[src/bcra_pkg.sv]
// package for the bank conflict ready arbiter: constants, types
// assumes one device clock; user side is an external sram controller
package bcra_pkg;
    localparam int unsigned BANK_BITS      = 7;
    localparam int unsigned NUM_BANKS      = 128;
    localparam int unsigned GRACE_CYCLES   = 64;
    localparam int unsigned RELEASE_CYCLES = 16;
    localparam int unsigned INIT_CYCLES    = 128;
    localparam int unsigned SEQ_CYCLES     = 32;
    localparam int unsigned SEQ_INTERVAL   = 256;
    localparam int unsigned CNT_BITS       = 16;

    typedef logic [BANK_BITS-1:0] bcra_bank_t;

    // one user access as seen on the pins
    typedef struct packed {
        logic       sel;
        bcra_bank_t bank;
    } bcra_user_s;

    // housekeeping request toward the arbiter
    typedef struct packed {
        logic       req;
        bcra_bank_t bank;
    } bcra_hk_s;

    typedef enum logic [5:0] {
        HK_INIT  = 6'b00_0001,
        HK_IDLE  = 6'b00_0010,
        HK_SEQ   = 6'b00_0100,
        HK_GRACE = 6'b00_1000,
        HK_STALL = 6'b01_0000,
        HK_DONE  = 6'b10_0000
    } bcra_state_e;
endpackage
[src/bcra_arbiter.sv]
// housekeeping scheduler and ready generator for a banked sram
// assumes synchronous user pins; address low bits pick the bank
`timescale 1ns/100ps
module bcra_arbiter
    import bcra_pkg::*;
#(
    parameter int unsigned INIT_LEN   = INIT_CYCLES,
    parameter int unsigned SEQ_LEN    = SEQ_CYCLES,
    parameter int unsigned SEQ_GAP    = SEQ_INTERVAL,
    parameter int unsigned GRACE_LEN  = GRACE_CYCLES
)(
    // clock and reset
    input  wire logic                 CLK,
    input  wire logic                 NRST,
    // user access
    input  wire logic                 USER_SEL,
    input  wire logic [BANK_BITS-1:0] USER_ADDR_LO,
    // status
    output logic                      READY,
    output logic                      HK_ACCESS,
    output logic [BANK_BITS-1:0]      HK_BANK
);
    ////////////////////////////////////////////////////////////////////
    // reset release
    logic rst_meta_r;
    logic rst_sync_r;
    always_ff @(posedge CLK or negedge NRST) begin
        if (!NRST) begin
            rst_meta_r <= 1'b0;
            rst_sync_r <= 1'b0;
        end else begin
            rst_meta_r <= 1'b1;
            rst_sync_r <= rst_meta_r;
        end
    end
    wire logic rst_n = rst_sync_r;

    ////////////////////////////////////////////////////////////////////
    // conflict check
    bcra_user_s user;
    bcra_hk_s   hk;
    logic       conflict;
    logic       hk_grant;
    bcra_state_e  state_r, state_nxt;
    logic [CNT_BITS-1:0] cnt_r, cnt_nxt;
    logic [CNT_BITS-1:0] gap_r, gap_nxt;
    bcra_bank_t bank_r, bank_nxt;
    logic ready_r, ready_nxt;
    logic hk_acc_r, hk_acc_nxt;

    always_comb begin
        user.sel  = USER_SEL;
        user.bank = USER_ADDR_LO;
        hk.req    = (state_r == HK_SEQ) || (state_r == HK_GRACE)
                    || (state_r == HK_STALL);
        hk.bank   = bank_r;
    end

    bcra_conflict u_conflict (
        .user     (user),
        .hk       (hk),
        .conflict (conflict),
        .hk_grant (hk_grant)
    );

    ////////////////////////////////////////////////////////////////////
    // housekeeping state machine
    always_comb begin
        state_nxt  = state_r;
        cnt_nxt    = cnt_r;
        gap_nxt    = gap_r;
        bank_nxt   = bank_r;
        ready_nxt  = ready_r;
        hk_acc_nxt = 1'b0;
        case (state_r)
            HK_INIT: begin
                ready_nxt = 1'b0;
                if (cnt_r == CNT_BITS'(INIT_LEN - 1)) begin
                    state_nxt = HK_IDLE;
                    cnt_nxt   = '0;
                    ready_nxt = 1'b1;
                end else begin
                    cnt_nxt = cnt_r + 1'b1;
                end
            end
            HK_IDLE: begin
                if (gap_r == CNT_BITS'(SEQ_GAP - 1)) begin
                    gap_nxt   = '0;
                    cnt_nxt   = '0;
                    state_nxt = HK_SEQ;
                    // prefer a bank the user is not on
                    bank_nxt  = (USER_SEL && USER_ADDR_LO == bank_r)
                                ? bank_r + 1'b1 : bank_r;
                end else begin
                    gap_nxt = gap_r + 1'b1;
                end
            end
            HK_SEQ: begin
                if (hk_grant) begin
                    hk_acc_nxt = 1'b1;
                    state_nxt  = HK_DONE;
                end else if (cnt_r == CNT_BITS'(SEQ_LEN - 1)) begin
                    state_nxt = HK_GRACE;
                    cnt_nxt   = '0;
                end else begin
                    cnt_nxt = cnt_r + 1'b1;
                end
            end
            HK_GRACE: begin
                if (hk_grant) begin
                    hk_acc_nxt = 1'b1;
                    state_nxt  = HK_DONE;
                end else if (cnt_r == CNT_BITS'(GRACE_LEN - 1)) begin
                    ready_nxt = 1'b0;
                    state_nxt = HK_STALL;
                end else begin
                    cnt_nxt = cnt_r + 1'b1;
                end
            end
            HK_STALL: begin
                // no timeout and no new sequence while stalled
                if (hk_grant) begin
                    hk_acc_nxt = 1'b1;
                    state_nxt  = HK_DONE;
                end
            end
            HK_DONE: begin
                ready_nxt = 1'b1;
                bank_nxt  = bank_r + 1'b1;
                gap_nxt   = '0;
                cnt_nxt   = '0;
                state_nxt = HK_IDLE;
            end
            default: begin
                state_nxt = HK_INIT;
                cnt_nxt   = '0;
                ready_nxt = 1'b0;
            end
        endcase
    end

    always_ff @(posedge CLK or negedge rst_n) begin
        if (!rst_n) begin
            state_r  <= HK_INIT;
            cnt_r    <= '0;
            gap_r    <= '0;
            bank_r   <= '0;
            ready_r  <= 1'b0;
            hk_acc_r <= 1'b0;
        end else begin
            state_r  <= state_nxt;
            cnt_r    <= cnt_nxt;
            gap_r    <= gap_nxt;
            bank_r   <= bank_nxt;
            ready_r  <= ready_nxt;
            hk_acc_r <= hk_acc_nxt;
        end
    end

    ////////////////////////////////////////////////////////////////////
    // outputs
    always_comb begin
        READY     = ready_r;
        HK_ACCESS = hk_acc_r;
        HK_BANK   = bank_r;
    end
endmodule // bcra_arbiter

[src/bcra_conflict.sv]
// bank conflict detector: user access versus housekeeping bank
// assumes both inputs sampled on the same clock cycle
`timescale 1ns/100ps
module bcra_conflict
    import bcra_pkg::*;
(
    // access pair
    input  wire bcra_user_s user,
    input  wire bcra_hk_s   hk,
    // result
    output logic            conflict,
    output logic            hk_grant
);
    always_comb begin
        conflict = user.sel && hk.req && (user.bank == hk.bank);
        hk_grant = hk.req && !conflict;
    end
endmodule // bcra_conflict

[config.mk]
export PLATFORM = sky130hd
export DESIGN_NAME = bcra_arbiter
export DESIGN_NICKNAME = d
export VERILOG_FILES = /design/src/bcra_pkg.sv /design/src/bcra_arbiter.sv /design/src/bcra_conflict.sv
export SDC_FILE = /design/constraint.sdc
export NUM_CORES = 1
export LEC_CHECK = 0
export BUFFER_PORTS_ARGS = -buffer_cell sky130_fd_sc_hd__buf_4
export CORE_AREA = 5 5 75 77
export CTS_BUF_LIST = sky130_fd_sc_hd__clkbuf_16
export DETAILED_ROUTE_END_ITERATION = 10
export DIE_AREA = 0 0 80 82
export PLACE_DENSITY = 0.88
export SLEW_MARGIN = 20
export SYNTH_ARGS = -nofsm -noshare
export SYNTH_HDL_FRONTEND = slang
export SYNTH_SLANG_ARGS = --single-unit
export TNS_END_PERCENT = 100
[constraint.sdc]
create_clock -name CLK -period 2.7 [get_ports CLK]
set_input_delay 0.27 -clock CLK [delete_from_list [all_inputs] [get_ports CLK]]
set_output_delay 0.27 -clock CLK [all_outputs]
set_load 0.05 [all_outputs]
Word-level counts from Yosys, hierarchy flattened:

Cells that the tools add are included.
W data, S select, Z words.

* word-level logic and storage cells: 74
* output and inout bits: 9
* register bits after elaboration: 49
* bits of input ports: 10

* reductions and logical operators: 14
* add/subtract/negate cells: 3
* bitwise operators: 2
* muxes and demuxes: 26
* equal/unequal tests: 21

Operators by type and width (count)
* $mux W16: 7
* $pmux W16 S5: 1
* $mux W6: 7
* $pmux W6 S6: 1
* $add A16 B1 Y16 const B: 2
* $pmux W16 S2: 1
* $eq A16 B5 Y1 const B: 1
* $eq A16 B6 Y1 const B: 1
* $eq A16 B7 Y1 const B: 1
* $eq A16 B8 Y1 const B: 1
* $mux W7: 2
* $ne A2 B2 Y1 const B: 7
* $pmux W7 S2: 1
* $reduce_and A5 Y1: 2
* $add A7 B1 Y7 const B: 1
* $eq A7 B7 Y1: 1
* $eq A6 B1 Y1 const B: 1
* $eq A6 B2 Y1 const B: 1
* $eq A6 B3 Y1 const B: 1
* $eq A6 B4 Y1 const B: 1
* $eq A6 B5 Y1 const B: 1
* $eq A6 B6 Y1 const B: 1
* $ne A3 B2 Y1 const B: 2
* $reduce_and A3 Y1: 2
* 9 further kinds: 19

Logic depth before layout (Yosys ltp):

Gate-level depths: netlist (run 1).

* depth after elaboration: 9
* mapped depth: 10
* mapped depth without buffers: 7

Modules after synthesis:

From an unflattened synthesis (run 1), not the netlist that was laid out.

* cell total of the unflattened synthesis: 338
* area, all modules: 3021.6 um^2

Modules (own cells, without submodules)
* bcra_arbiter: area each 2931.6 um^2, seq. area each 1227.4 um^2, cells each 327, instances 1
* bcra_conflict: area each 90.1 um^2, seq. area each 0.0 um^2, cells each 11, instances 1

Least setup slack after synthesis (run 1):

OpenSTA, ideal clock, no wires.

* path type: flip-flop to flip-flop
* start: register gap_r[13]
* end: register bank_r[1] (netlist: HK_BANK[1])
* stages on the path, launching flop included: 7
* setup time: 125 ps
* path buffers: 1
* required time: 2575 ps
* data arrival time: 2206 ps
* setup slack: 369 ps
* clock period less this slack: 2331 ps
* cells stage by stage: dfrtp_1 or4_1 or4_1 buf_2 nor3_1 o21a_1 mux2_2

* word-level cells in the longest chain between the ends: 3

RTL lines
* start, declared: RTL line bcra_arbiter.sv:46 `logic [CNT_BITS-1:0] gap_r, gap_nxt;`
* start signal, assigned: RTL line bcra_arbiter.sv:153 `gap_r <= gap_nxt;`
* $eq A16 B8 Y1: RTL line bcra_arbiter.sv:87 `if (gap_r == CNT_BITS'(SEQ_GAP - 1)) begin`
* $ne A2 B2 Y1 (no line)
* $reduce_and A3 Y1 (no line)
* end signal, assigned: RTL line bcra_arbiter.sv:154 `bank_r <= bank_nxt;`
* end, declared: RTL line bcra_arbiter.sv:47 `bcra_bank_t bank_r, bank_nxt;`

No other way between the ends.
A chain may end at the register's enable or synchronous reset.

Worst setup path after layout (run 1):

* start: register gap_r[13]
* end: register cnt_r[2]

* word-level cells in the longest chain between the ends: 3

RTL lines
* $eq A16 B8 Y1: RTL line bcra_arbiter.sv:87
* $ne A2 B2 Y1 (no line)
* $reduce_and A5 Y1 (no line)
* end signal, assigned: RTL line bcra_arbiter.sv:152 `cnt_r <= cnt_nxt;`
* end, declared: RTL line bcra_arbiter.sv:45 `logic [CNT_BITS-1:0] cnt_r, cnt_nxt;`

No other way between the ends.

==> flow_results.org, run 1 <==
** Status
- Status :: finished, final reports clean

** Setup path
- Traced cell by cell, the critical path runs through or4_1 > or4_4 > nand2_4 > nand3b_4 > nand2b_1 > o311ai_1.
- Along the worst path, the maximum fanout reaches 20.
- Data arrival time of the worst path :: 2.69 ns
- Length in cells of the worst reg-to-reg path :: 6
- For the worst setup path, the data required time is 2.89 ns.
- In this run the worst setup path begins at gap_r[13]$_DFFE_PN0P_.
- Gate family responsible for the most delay along the worst path :: simple AND/OR/NAND/NOR gates
- Critical path depth :: 6
- Buffer and inverter count on the worst path :: 0
- Worst reg2reg startpoint :: gap_r[13]$_DFFE_PN0P_
- In this design, the stage delay of the slowest critical-path cell is 0.54 ns.
- The worst setup path is of the flip-flop to flip-flop kind.
- Critical path launch point type :: flip-flop
- Slowest stage cell, crit path :: sky130_fd_sc_hd__or4_4
- The worst setup path is captured at a flip-flop.

** Pwr
- Pwr/cell area :: 801 nW/um^2
- Sum of internal, switching and leakage power :: 0.00256 W
- For this design the static power due to leakage is 1.42 nW.
- VDD IR max :: 0.501 mV

** Yosys
- Net count after synthesis :: 316
- Yosys mapped a number of flops with a built-in enable equal to 0.
- Post-synthesis cell type count :: 51
- Share of synthesized flip-flops with an asynchronous set or reset :: 100%
- Synthesis handed over a netlist of 303 instances.
- Among all flip-flop cells after synthesis, the most frequent one is sky130_fd_sc_hd__dfrtp_1.
- Sequential area share after synthesis :: 43.7%
- Synth warn :: 0
- Synthesis inferred 49 register bits.
- Per-instance average area after synthesis :: 9.27 um^2
- Area of the mapped netlist :: 2810 um^2

** Clock network
- The clock drives 49 sinks.
- Number of levels the H-tree was split into :: 2
- The number of clock buffers added by TritonCTS is 5.
- Cell at the root of the clock tree :: sky130_fd_sc_hd__clkbuf_16
- CTS tree :: done
- Counting along the longest clock path gives a buffer depth of 2.
- After clock tree synthesis, the clock-pin slew on the worst setup and hold paths is 0.06 ns.
- Clock latency on the worst-skew pair :: 0.29 ns

** Hold path
- Class of the tightest hold or removal check :: primary input to async pin

** GRT
- M1 GR Usage :: 26.8%
- All-layer global routing usage :: 20.5%
- The initial antenna violation count was 0.
- After global routing, the most crowded layer is met2.
- After global routing the overflow that remains totals 0.
- The first global-routing pass estimated 10500 um of wire.
- GRT met3 Usage :: 5.48%
- Entering global routing, the biggest net connects 48 pins.
- The via count of the first global-routing pass came to 2247.
- Met2 capacity usage during global routing :: 33.4%

** Layout
- The net count of the finished layout is 338.
- Diodes inserted :: 0
- Cells fill 64.7% of the core in the end.
- Non-filler instance count after layout :: 396
- Compared with the post-synthesis result, the final layout area differs by 13.9%.
- Number of fillers in the final layout :: 429
- In the final layout, the share of cells above drive strength 1 is 14.1%.

** Drt
- Number of DRC markers after the initial detailed-route iteration :: 180
- Detailed-router iteration count before antenna repair :: 4
- DRC errors left :: 0
- Detail Route Antenna Nets :: 0
- Final wirelength :: 6090 um
- Detail-routed net length per standard cell :: 15.4 um
- Post-DR vias/cell :: 6.13
- For this block, the via count after detailed routing is 2428.

** STA
- Setup violations remaining at the end of the flow were counted as 0.
- Fraction of the cycle the final worst path needs :: 92.8%
- For the final routed database, the setup TNS stands at 0 ns.
- Upper clock frequency limit :: 0.399 GHz
- Post-Route Hold Slack :: 0.295 ns
- For the finished layout, the period the worst path requires is 2.50 ns.
- Number of endpoints with negative hold slack in the final report :: 0
- Setup repair after global routing left no endpoint under its margin.
- Clock skew after layout :: 0.00645 ns
- Count of pins over their slew limit :: 0
- For the pin with the worst max-slew slack, the measured transition is 0.603 ns.
- In this run the tightest slew margin relative to its limit is 59.8%.

** Place
- Half-perimeter wire length of the detailed placement result :: 4260 um
- IO buf count :: 18
- The congestion estimate from routability-driven global placement came to 0.880.
- Number of placed instances with taps included :: 387

** Floorplan
- Floorplan Core Area :: 4940 um^2
- The initial utilization of the core area, before any placement, comes to 56.8%.
- Pin placement for this block handled 19 I/O pins.
- The floorplan step set the die width to 80 um.
- Die outline height :: 82 um
- In this run the core area contains 26 standard-cell rows.
- Die area :: 6560 um^2

** Flow run
- The tool flagged a number of max-cap violations equal to 0.
[worst reg2reg max path, cell delays in order (launching register included)]
cell and delay [ns]:
sky130_fd_sc_hd__dfrtp_1 0.42, sky130_fd_sc_hd__or4_1 0.53, sky130_fd_sc_hd__or4_4 0.54, sky130_fd_sc_hd__nand2_4 0.13, sky130_fd_sc_hd__nand3b_4 0.23, sky130_fd_sc_hd__nand2b_1 0.30, sky130_fd_sc_hd__o311ai_1 0.26
[repair_timing]
action,4_1_cts,5_1_grt
endpoints found under the setup margin,0,1
hold buffers,1,0
gates resized for setup,0,1
buffers inserted,0,0
endpoints found under the hold margin,2,0
[sequential cells by signal, summed over array words and instances (netlist names)]
register,cells
cnt_r,16
gap_r,16
HK_BANK,7
state_r,6
HK_ACCESS,1
READY,1
rst_meta_r,1
rst_n,1
[cells in the mapped netlist (2+ instances only)]
cell type                   n  area share (%)
sky130_fd_sc_hd__dfrtp_1   48              43
sky130_fd_sc_hd__o21ai_0   29             5.2
sky130_fd_sc_hd__nor2_1    23             3.1
sky130_fd_sc_hd__nand2_1   22             2.9
sky130_fd_sc_hd__nand3_1   21             3.7
sky130_fd_sc_hd__xnor2_1   15             4.7
sky130_fd_sc_hd__nand4_1   11             2.5
sky130_fd_sc_hd__a21o_1     9             2.4
sky130_fd_sc_hd__a22o_1     8             2.5
sky130_fd_sc_hd__and3_1     7             1.6
sky130_fd_sc_hd__clkbuf_1   7            0.94
sky130_fd_sc_hd__inv_1      7            0.94
sky130_fd_sc_hd__nor3_1     6             1.1
sky130_fd_sc_hd__o31ai_1    6             1.6
sky130_fd_sc_hd__a21oi_1    5            0.89
sky130_fd_sc_hd__buf_2      5            0.89
sky130_fd_sc_hd__nand3b_1   5             1.3
sky130_fd_sc_hd__or3_1      5             1.1
sky130_fd_sc_hd__or4_1      5             1.3
sky130_fd_sc_hd__xor2_1     5             1.6
sky130_fd_sc_hd__nor4_1     4            0.89
sky130_fd_sc_hd__and2b_1    3            0.80
sky130_fd_sc_hd__and4_1     3            0.94
sky130_fd_sc_hd__ha_1       3             1.3
sky130_fd_sc_hd__nand2b_1   3            0.67
sky130_fd_sc_hd__o211ai_1   3            0.80
sky130_fd_sc_hd__o21a_1     3            0.80
sky130_fd_sc_hd__o41ai_1    3            0.94
sky130_fd_sc_hd__a31oi_1    2            0.45
sky130_fd_sc_hd__buf_6      2            0.80
sky130_fd_sc_hd__nor3b_1    2            0.53
sky130_fd_sc_hd__o21ai_1    2            0.36
sky130_fd_sc_hd__o22ai_1    2            0.45
sky130_fd_sc_hd__or2_2      2            0.45
[per-layer routing]
layer  vias up  routed length [um]  share of wire [%]
met5         -                   0                  0
met4         0                  72                1.2
met3         8                 327                5.4
met2        72                2950                 48
met1      1181                2740                 45
li1       1167                   -                  -
[report_power, final]
| part | internal (W) | switching [W] |
|---|---|---|
| Clock | 0.000343 | 0.000282 |
| Sequential | 0.000831 | 0.000143 |
| Combinational | 0.000406 | 0.000556 |
[stage by stage]
step,setup slack [ns],cell area [um^2]
4_1_cts,0.101,3190
6_report,0.195,3200
5_1_grt,0.0402,3200
3_3_place_gp,0.186,3030
3_5_place_dp,0.112,3030
2_1_floorplan,0.369,2810
[cell type report]
class,instances,area (um^2),area share [%]
multi-input combinational,233,1480,46.4
inverter,7,26.3,0.822
sequential,49,1230,38.5
clock inverter,3,22.5,0.705
tap,70,87.6,2.74
timing repair buffer,29,220,6.89
clock buffer,5,125,3.91
[placed cells by master, fill, tap and decap left out, types with 2 or more instances in the layout]
| master | Yosys | final |
|---|---|---|
| sky130_fd_sc_hd__xor2_1 | 5 | 5 |
| sky130_fd_sc_hd__inv_1 | 7 | 7 |
| sky130_fd_sc_hd__o41ai_1 | 3 | 3 |
| sky130_fd_sc_hd__nand2b_1 | 3 | 3 |
| sky130_fd_sc_hd__a31oi_1 | 2 | 2 |
| sky130_fd_sc_hd__nand4_1 | 11 | 11 |
| sky130_fd_sc_hd__ha_1 | 3 | 3 |
| sky130_fd_sc_hd__xnor2_1 | 15 | 15 |
| sky130_fd_sc_hd__and4_1 | 3 | 3 |
| sky130_fd_sc_hd__nand3b_1 | 5 | 5 |
| sky130_fd_sc_hd__nor3_1 | 6 | 6 |
| sky130_fd_sc_hd__buf_4 | 0 | 28 |
| sky130_fd_sc_hd__or2_2 | 2 | 2 |
| sky130_fd_sc_hd__or3_1 | 5 | 5 |
| sky130_fd_sc_hd__a21oi_1 | 5 | 5 |
| sky130_fd_sc_hd__clkbuf_16 | 0 | 5 |
| sky130_fd_sc_hd__nor3b_1 | 2 | 2 |
| sky130_fd_sc_hd__clkinvlp_4 | 0 | 3 |
| sky130_fd_sc_hd__o211ai_1 | 3 | 3 |
| sky130_fd_sc_hd__and3_1 | 7 | 7 |
| sky130_fd_sc_hd__nand2_1 | 22 | 22 |
| sky130_fd_sc_hd__nor4_1 | 4 | 4 |
| sky130_fd_sc_hd__a21o_1 | 9 | 9 |
| sky130_fd_sc_hd__nor2_1 | 23 | 23 |
| sky130_fd_sc_hd__or4_1 | 5 | 4 |
| sky130_fd_sc_hd__and2b_1 | 3 | 3 |
| sky130_fd_sc_hd__o21a_1 | 3 | 3 |
| sky130_fd_sc_hd__dfrtp_1 | 48 | 47 |
| sky130_fd_sc_hd__o22ai_1 | 2 | 2 |
| sky130_fd_sc_hd__nand3_1 | 21 | 21 |
| sky130_fd_sc_hd__o21ai_1 | 2 | 2 |
| sky130_fd_sc_hd__o31ai_1 | 6 | 6 |
| sky130_fd_sc_hd__a22o_1 | 8 | 8 |
| sky130_fd_sc_hd__o21ai_0 | 29 | 29 |
[kinds of logic (layout without fill, tap and decap cells)]
family | Yosys count | count (layout) | share of synthesized area [%]
fa+ha+maj | 3 | 3 | 1.34
simple gates | 129 | 129 | 26.0
other cells | 1 | 1 | 0.134
buf+inv | 21 | 44 | 3.57
mux | 1 | 1 | 0.401
xor+xnor | 20 | 20 | 6.24
compound gates | 79 | 79 | 18.6
flops | 49 | 49 | 43.7
[worst paths after layout]
check | to | slack, ns
max reg2reg | cnt_r[2]$_DFFE_PN0P_ | 0.20
min in group CLK | rst_n$_DFF_PN0_ | 0.36
max | cnt_r[2]$_DFFE_PN0P_ | 0.20
min | rst_n$_DFF_PN0_ | 0.29
max in group asynchronous | gap_r[6]$_DFFE_PN0P_ | 1.95
min reg2reg | gap_r[15]$_DFFE_PN0P_ | 0.33
Note: power is estimated with default switching activity, not from simulation.
==> inputs of run 2 (changes only) <==
--- a/config.mk
+++ b/config.mk
@@ -5,12 +5,12 @@
 export SDC_FILE = /design/constraint.sdc
 export NUM_CORES = 1
 export LEC_CHECK = 0
-export BUFFER_PORTS_ARGS = -buffer_cell sky130_fd_sc_hd__buf_4
-export CORE_AREA = 5 5 75 77
+export CORE_AREA = 5 5 78 80
 export CTS_BUF_LIST = sky130_fd_sc_hd__clkbuf_16
 export DETAILED_ROUTE_END_ITERATION = 10
-export DIE_AREA = 0 0 80 82
-export PLACE_DENSITY = 0.88
+export DIE_AREA = 0 0 83 85
+export DONT_BUFFER_PORTS = 1
+export PLACE_DENSITY = 0.8
 export SLEW_MARGIN = 20
 export SYNTH_ARGS = -nofsm -noshare
 export SYNTH_HDL_FRONTEND = slang
==> run 2 against run 1 <==
Register-to-register slack hardly changed. Power grew 2.2%. Sequential power is 0.6% lower. Critical endpoint is now HK_BANK[1]$_DFFE_PN0P_. Clock skew rose by 0.0015 ns. Count of clock-buffer cells in the layout stayed put. Cell count fell by 1.8%. Clock power is 13% higher. Wire length fell by 2.2%.
==> flow_results.org, run 2 (same netlist as run 1, synthesis figures left out) <==
** Clock network
- CTS tree :: done
- Clock latency on the worst-skew pair, taken at its later pin, is 0.29 ns.
- CTS Buf Count :: 5
- Cell at the root of the clock tree :: sky130_fd_sc_hd__clkbuf_16
- Maximum clock path buffer count :: 2
- Clock slew seen by the registers of the worst setup and hold paths :: 0.07 ns
- Number of levels the H-tree was split into :: 2
- Number of clock sinks :: 49

** Floorplan
- The die is 83 um wide.
- Die area :: 7060 um^2
- Floorplan row count :: 27
- Floorplan Core Area :: 5340 um^2
- 19 I/O pins were placed.
- In this run the vertical extent of the chip is 85 um.
- For this configuration, the core starts out at a cell density of 52.6%.

** GRT
- Final global-route overflow total :: 0
- Largest net degree at the start of global routing :: 48
- Wire length of the first global-routing pass :: 10500 um
- Antenna violations before repair :: 0
- The via count of the first global-routing pass came to 2296.
- Global routing consumed, over all layers together, 17.5% of the routing resources.

** Drt
- Detail Route Antenna Nets :: 0
- Using the TritonRoute via totals, the vias-per-cell ratio works out to 6.04.
- The first detailed-routing pass ran for 5 iterations.
- Across all layers, the routed design uses 2350 vias.
- After detailed routing, the total wire length is 5960 um.
- DRC errors left :: 0
- For this block, the initial DRC count from the detailed router was 174.
- Detail-routed net length per standard cell :: 15.3 um

** Layout
- Fraction of layout cells with a size suffix above 1 :: 11.4%
- At the end of the flow, the number of nets in the layout was 329.
- The number of antenna diodes in the final layout is 0.
- Cells fill 59.0% of the core in the end.
- Commonest non-fill, non-tap cell in the layout :: sky130_fd_sc_hd__dfrtp_1
- Leading cell types in the layout, fill and taps excluded :: sky130_fd_sc_hd__dfrtp_1 (47), sky130_fd_sc_hd__o21ai_0 (29), sky130_fd_sc_hd__nor2_1 (23)
- Area delta synth->final :: 12.2%

** Setup path
- The worst register-to-register path begins at gap_r[13]$_DFFE_PN0P_.
- Length in cells of the worst reg-to-reg path :: 5
- Gate family responsible for the most delay along the worst path :: simple AND/OR/NAND/NOR gates
- Cell breakdown of the critical path :: or4_1 > or4_1 > nor3_1 > o21a_1 > mux2_2
- For this run, the slowest stage of the critical path takes 0.62 ns.
- Critical path launch point type :: flip-flop
- Critical Path Fanout Max :: 7
- The slowest stage of the critical path is the sky130_fd_sc_hd__or4_1 cell.
- Capture instance of the worst register-to-register path :: HK_BANK[1]$_DFFE_PN0P_
- The worst setup path is captured at a flip-flop.
- Buffer and inverter count on the worst path :: 0
- Setup slack on the worst reg-to-reg path comes out at 0.21 ns.
- Type of the worst setup path :: flip-flop to flip-flop
- Data arrival time of the worst path :: 2.67 ns
- Cell mode on critical path :: sky130_fd_sc_hd__or4_1
- STA puts the critical path data required time at 2.88 ns.

** STA
- The worst pin sits at a relative slew slack of 60.7%.
- Fraction of the cycle the final worst path needs :: 92.4%
- Setup Viol. Count Final :: 0
- Crit path time final :: 2.49 ns
- On the final layout, the worst hold slack is 0.207 ns.
- Setup repair after global routing missed its margin :: no
- The clock arrives with 0.00792 ns of skew.
- Actual slew at the worst max-slew pin :: 0.589 ns
- Count of pins over their slew limit :: 0
- Summed over all failing endpoints, the final setup total negative slack is 0 ns.
- The final number of hold-violating endpoints came to 0.
- Upper clock frequency limit :: 0.401 GHz

** Pwr
- VDD sags by at most 0.699 mV.
- Leakage power summed over all cells :: 1.40 nW
- For this design the ratio of total power to cell area is 831 nW/um^2.

** Status
- The run finished with clean final reports.

** Flow run
- Max-cap violations :: 0

** Hold path
- In this run the worst hold path is classified as primary input to async pin.

** Place
- Placer's final routability congestion estimate :: 0.833
- The wire-length estimate of the detail-placed layout is 4210 um.
- Port buffering added 0 buffers.
[run 2: power by group]
group	switching [W]	internal [W]	total, W
sequential	0.000138	0.000831	0.000968
combinational	0.000554	0.000388	0.000942
clock	0.000268	0.000438	0.000706
[run 2: metal layers]
layer | track usage [%] | part of all wire [%] | routed length, um | vias up
li1 | - | - | - | 1147
met1 | 21.7 | 45 | 2650 | 1148
met2 | 30.5 | 50 | 2980 | 45
met3 | 3.20 | 3.5 | 209 | 10
met4 | 6.39 | 1.8 | 110 | 0
met5 | 0 | 0 | 0 | -
[run 2: worst max path at each step]
stage	slack, ns	from	endpoint	cells past startpoint
after global placement	0.24	gap_r[13]$_DFFE_PN0P_	HK_BANK[1]$_DFFE_PN0P_	5
after global routing	0.04	state_r[2]$_DFFE_PN0P_	cnt_r[2]$_DFFE_PN0P_	6
after CTS	0.20	gap_r[13]$_DFFE_PN0P_	HK_BANK[1]$_DFFE_PN0P_	5
after detailed placement	0.19	gap_r[13]$_DFFE_PN0P_	cnt_r[2]$_DFFE_PN0P_	6
final	0.21	gap_r[13]$_DFFE_PN0P_	HK_BANK[1]$_DFFE_PN0P_	5
after floorplan	0.37	gap_r[13]$_DFFE_PN0P_	HK_BANK[1]$_DFFE_PN0P_	6
[run 2: timing repair]
item | CTS | global route
buffers inserted | 0 | 0
endpoints found under the hold margin | 2 | 0
gates resized for setup | 0 | 0
hold buffers | 1 | 0
[run 2: through the flow]
stage | setup slack (ns) | cells | power [W] | area (um^2)
floorplan | 0.369 | 303 | 0.00168 | 2810
global placement | 0.240 | 380 | 0.00189 | 2970
detailed placement | 0.194 | 380 | 0.00191 | 2970
CTS | 0.198 | 389 | 0.00263 | 3150
global route | 0.0410 | 389 | 0.00277 | 3150
finish | 0.205 | 389 | 0.00262 | 3150
[run 2: cell type report]
cell class	count	area, um^2
fillers	464	2190
clock inverters	3	43.8
flip-flops and latches	49	1230
clock buffers	5	125
repair buffers	20	153
well taps	72	90.1
inverters	7	26.3
multi-input cells	233	1480
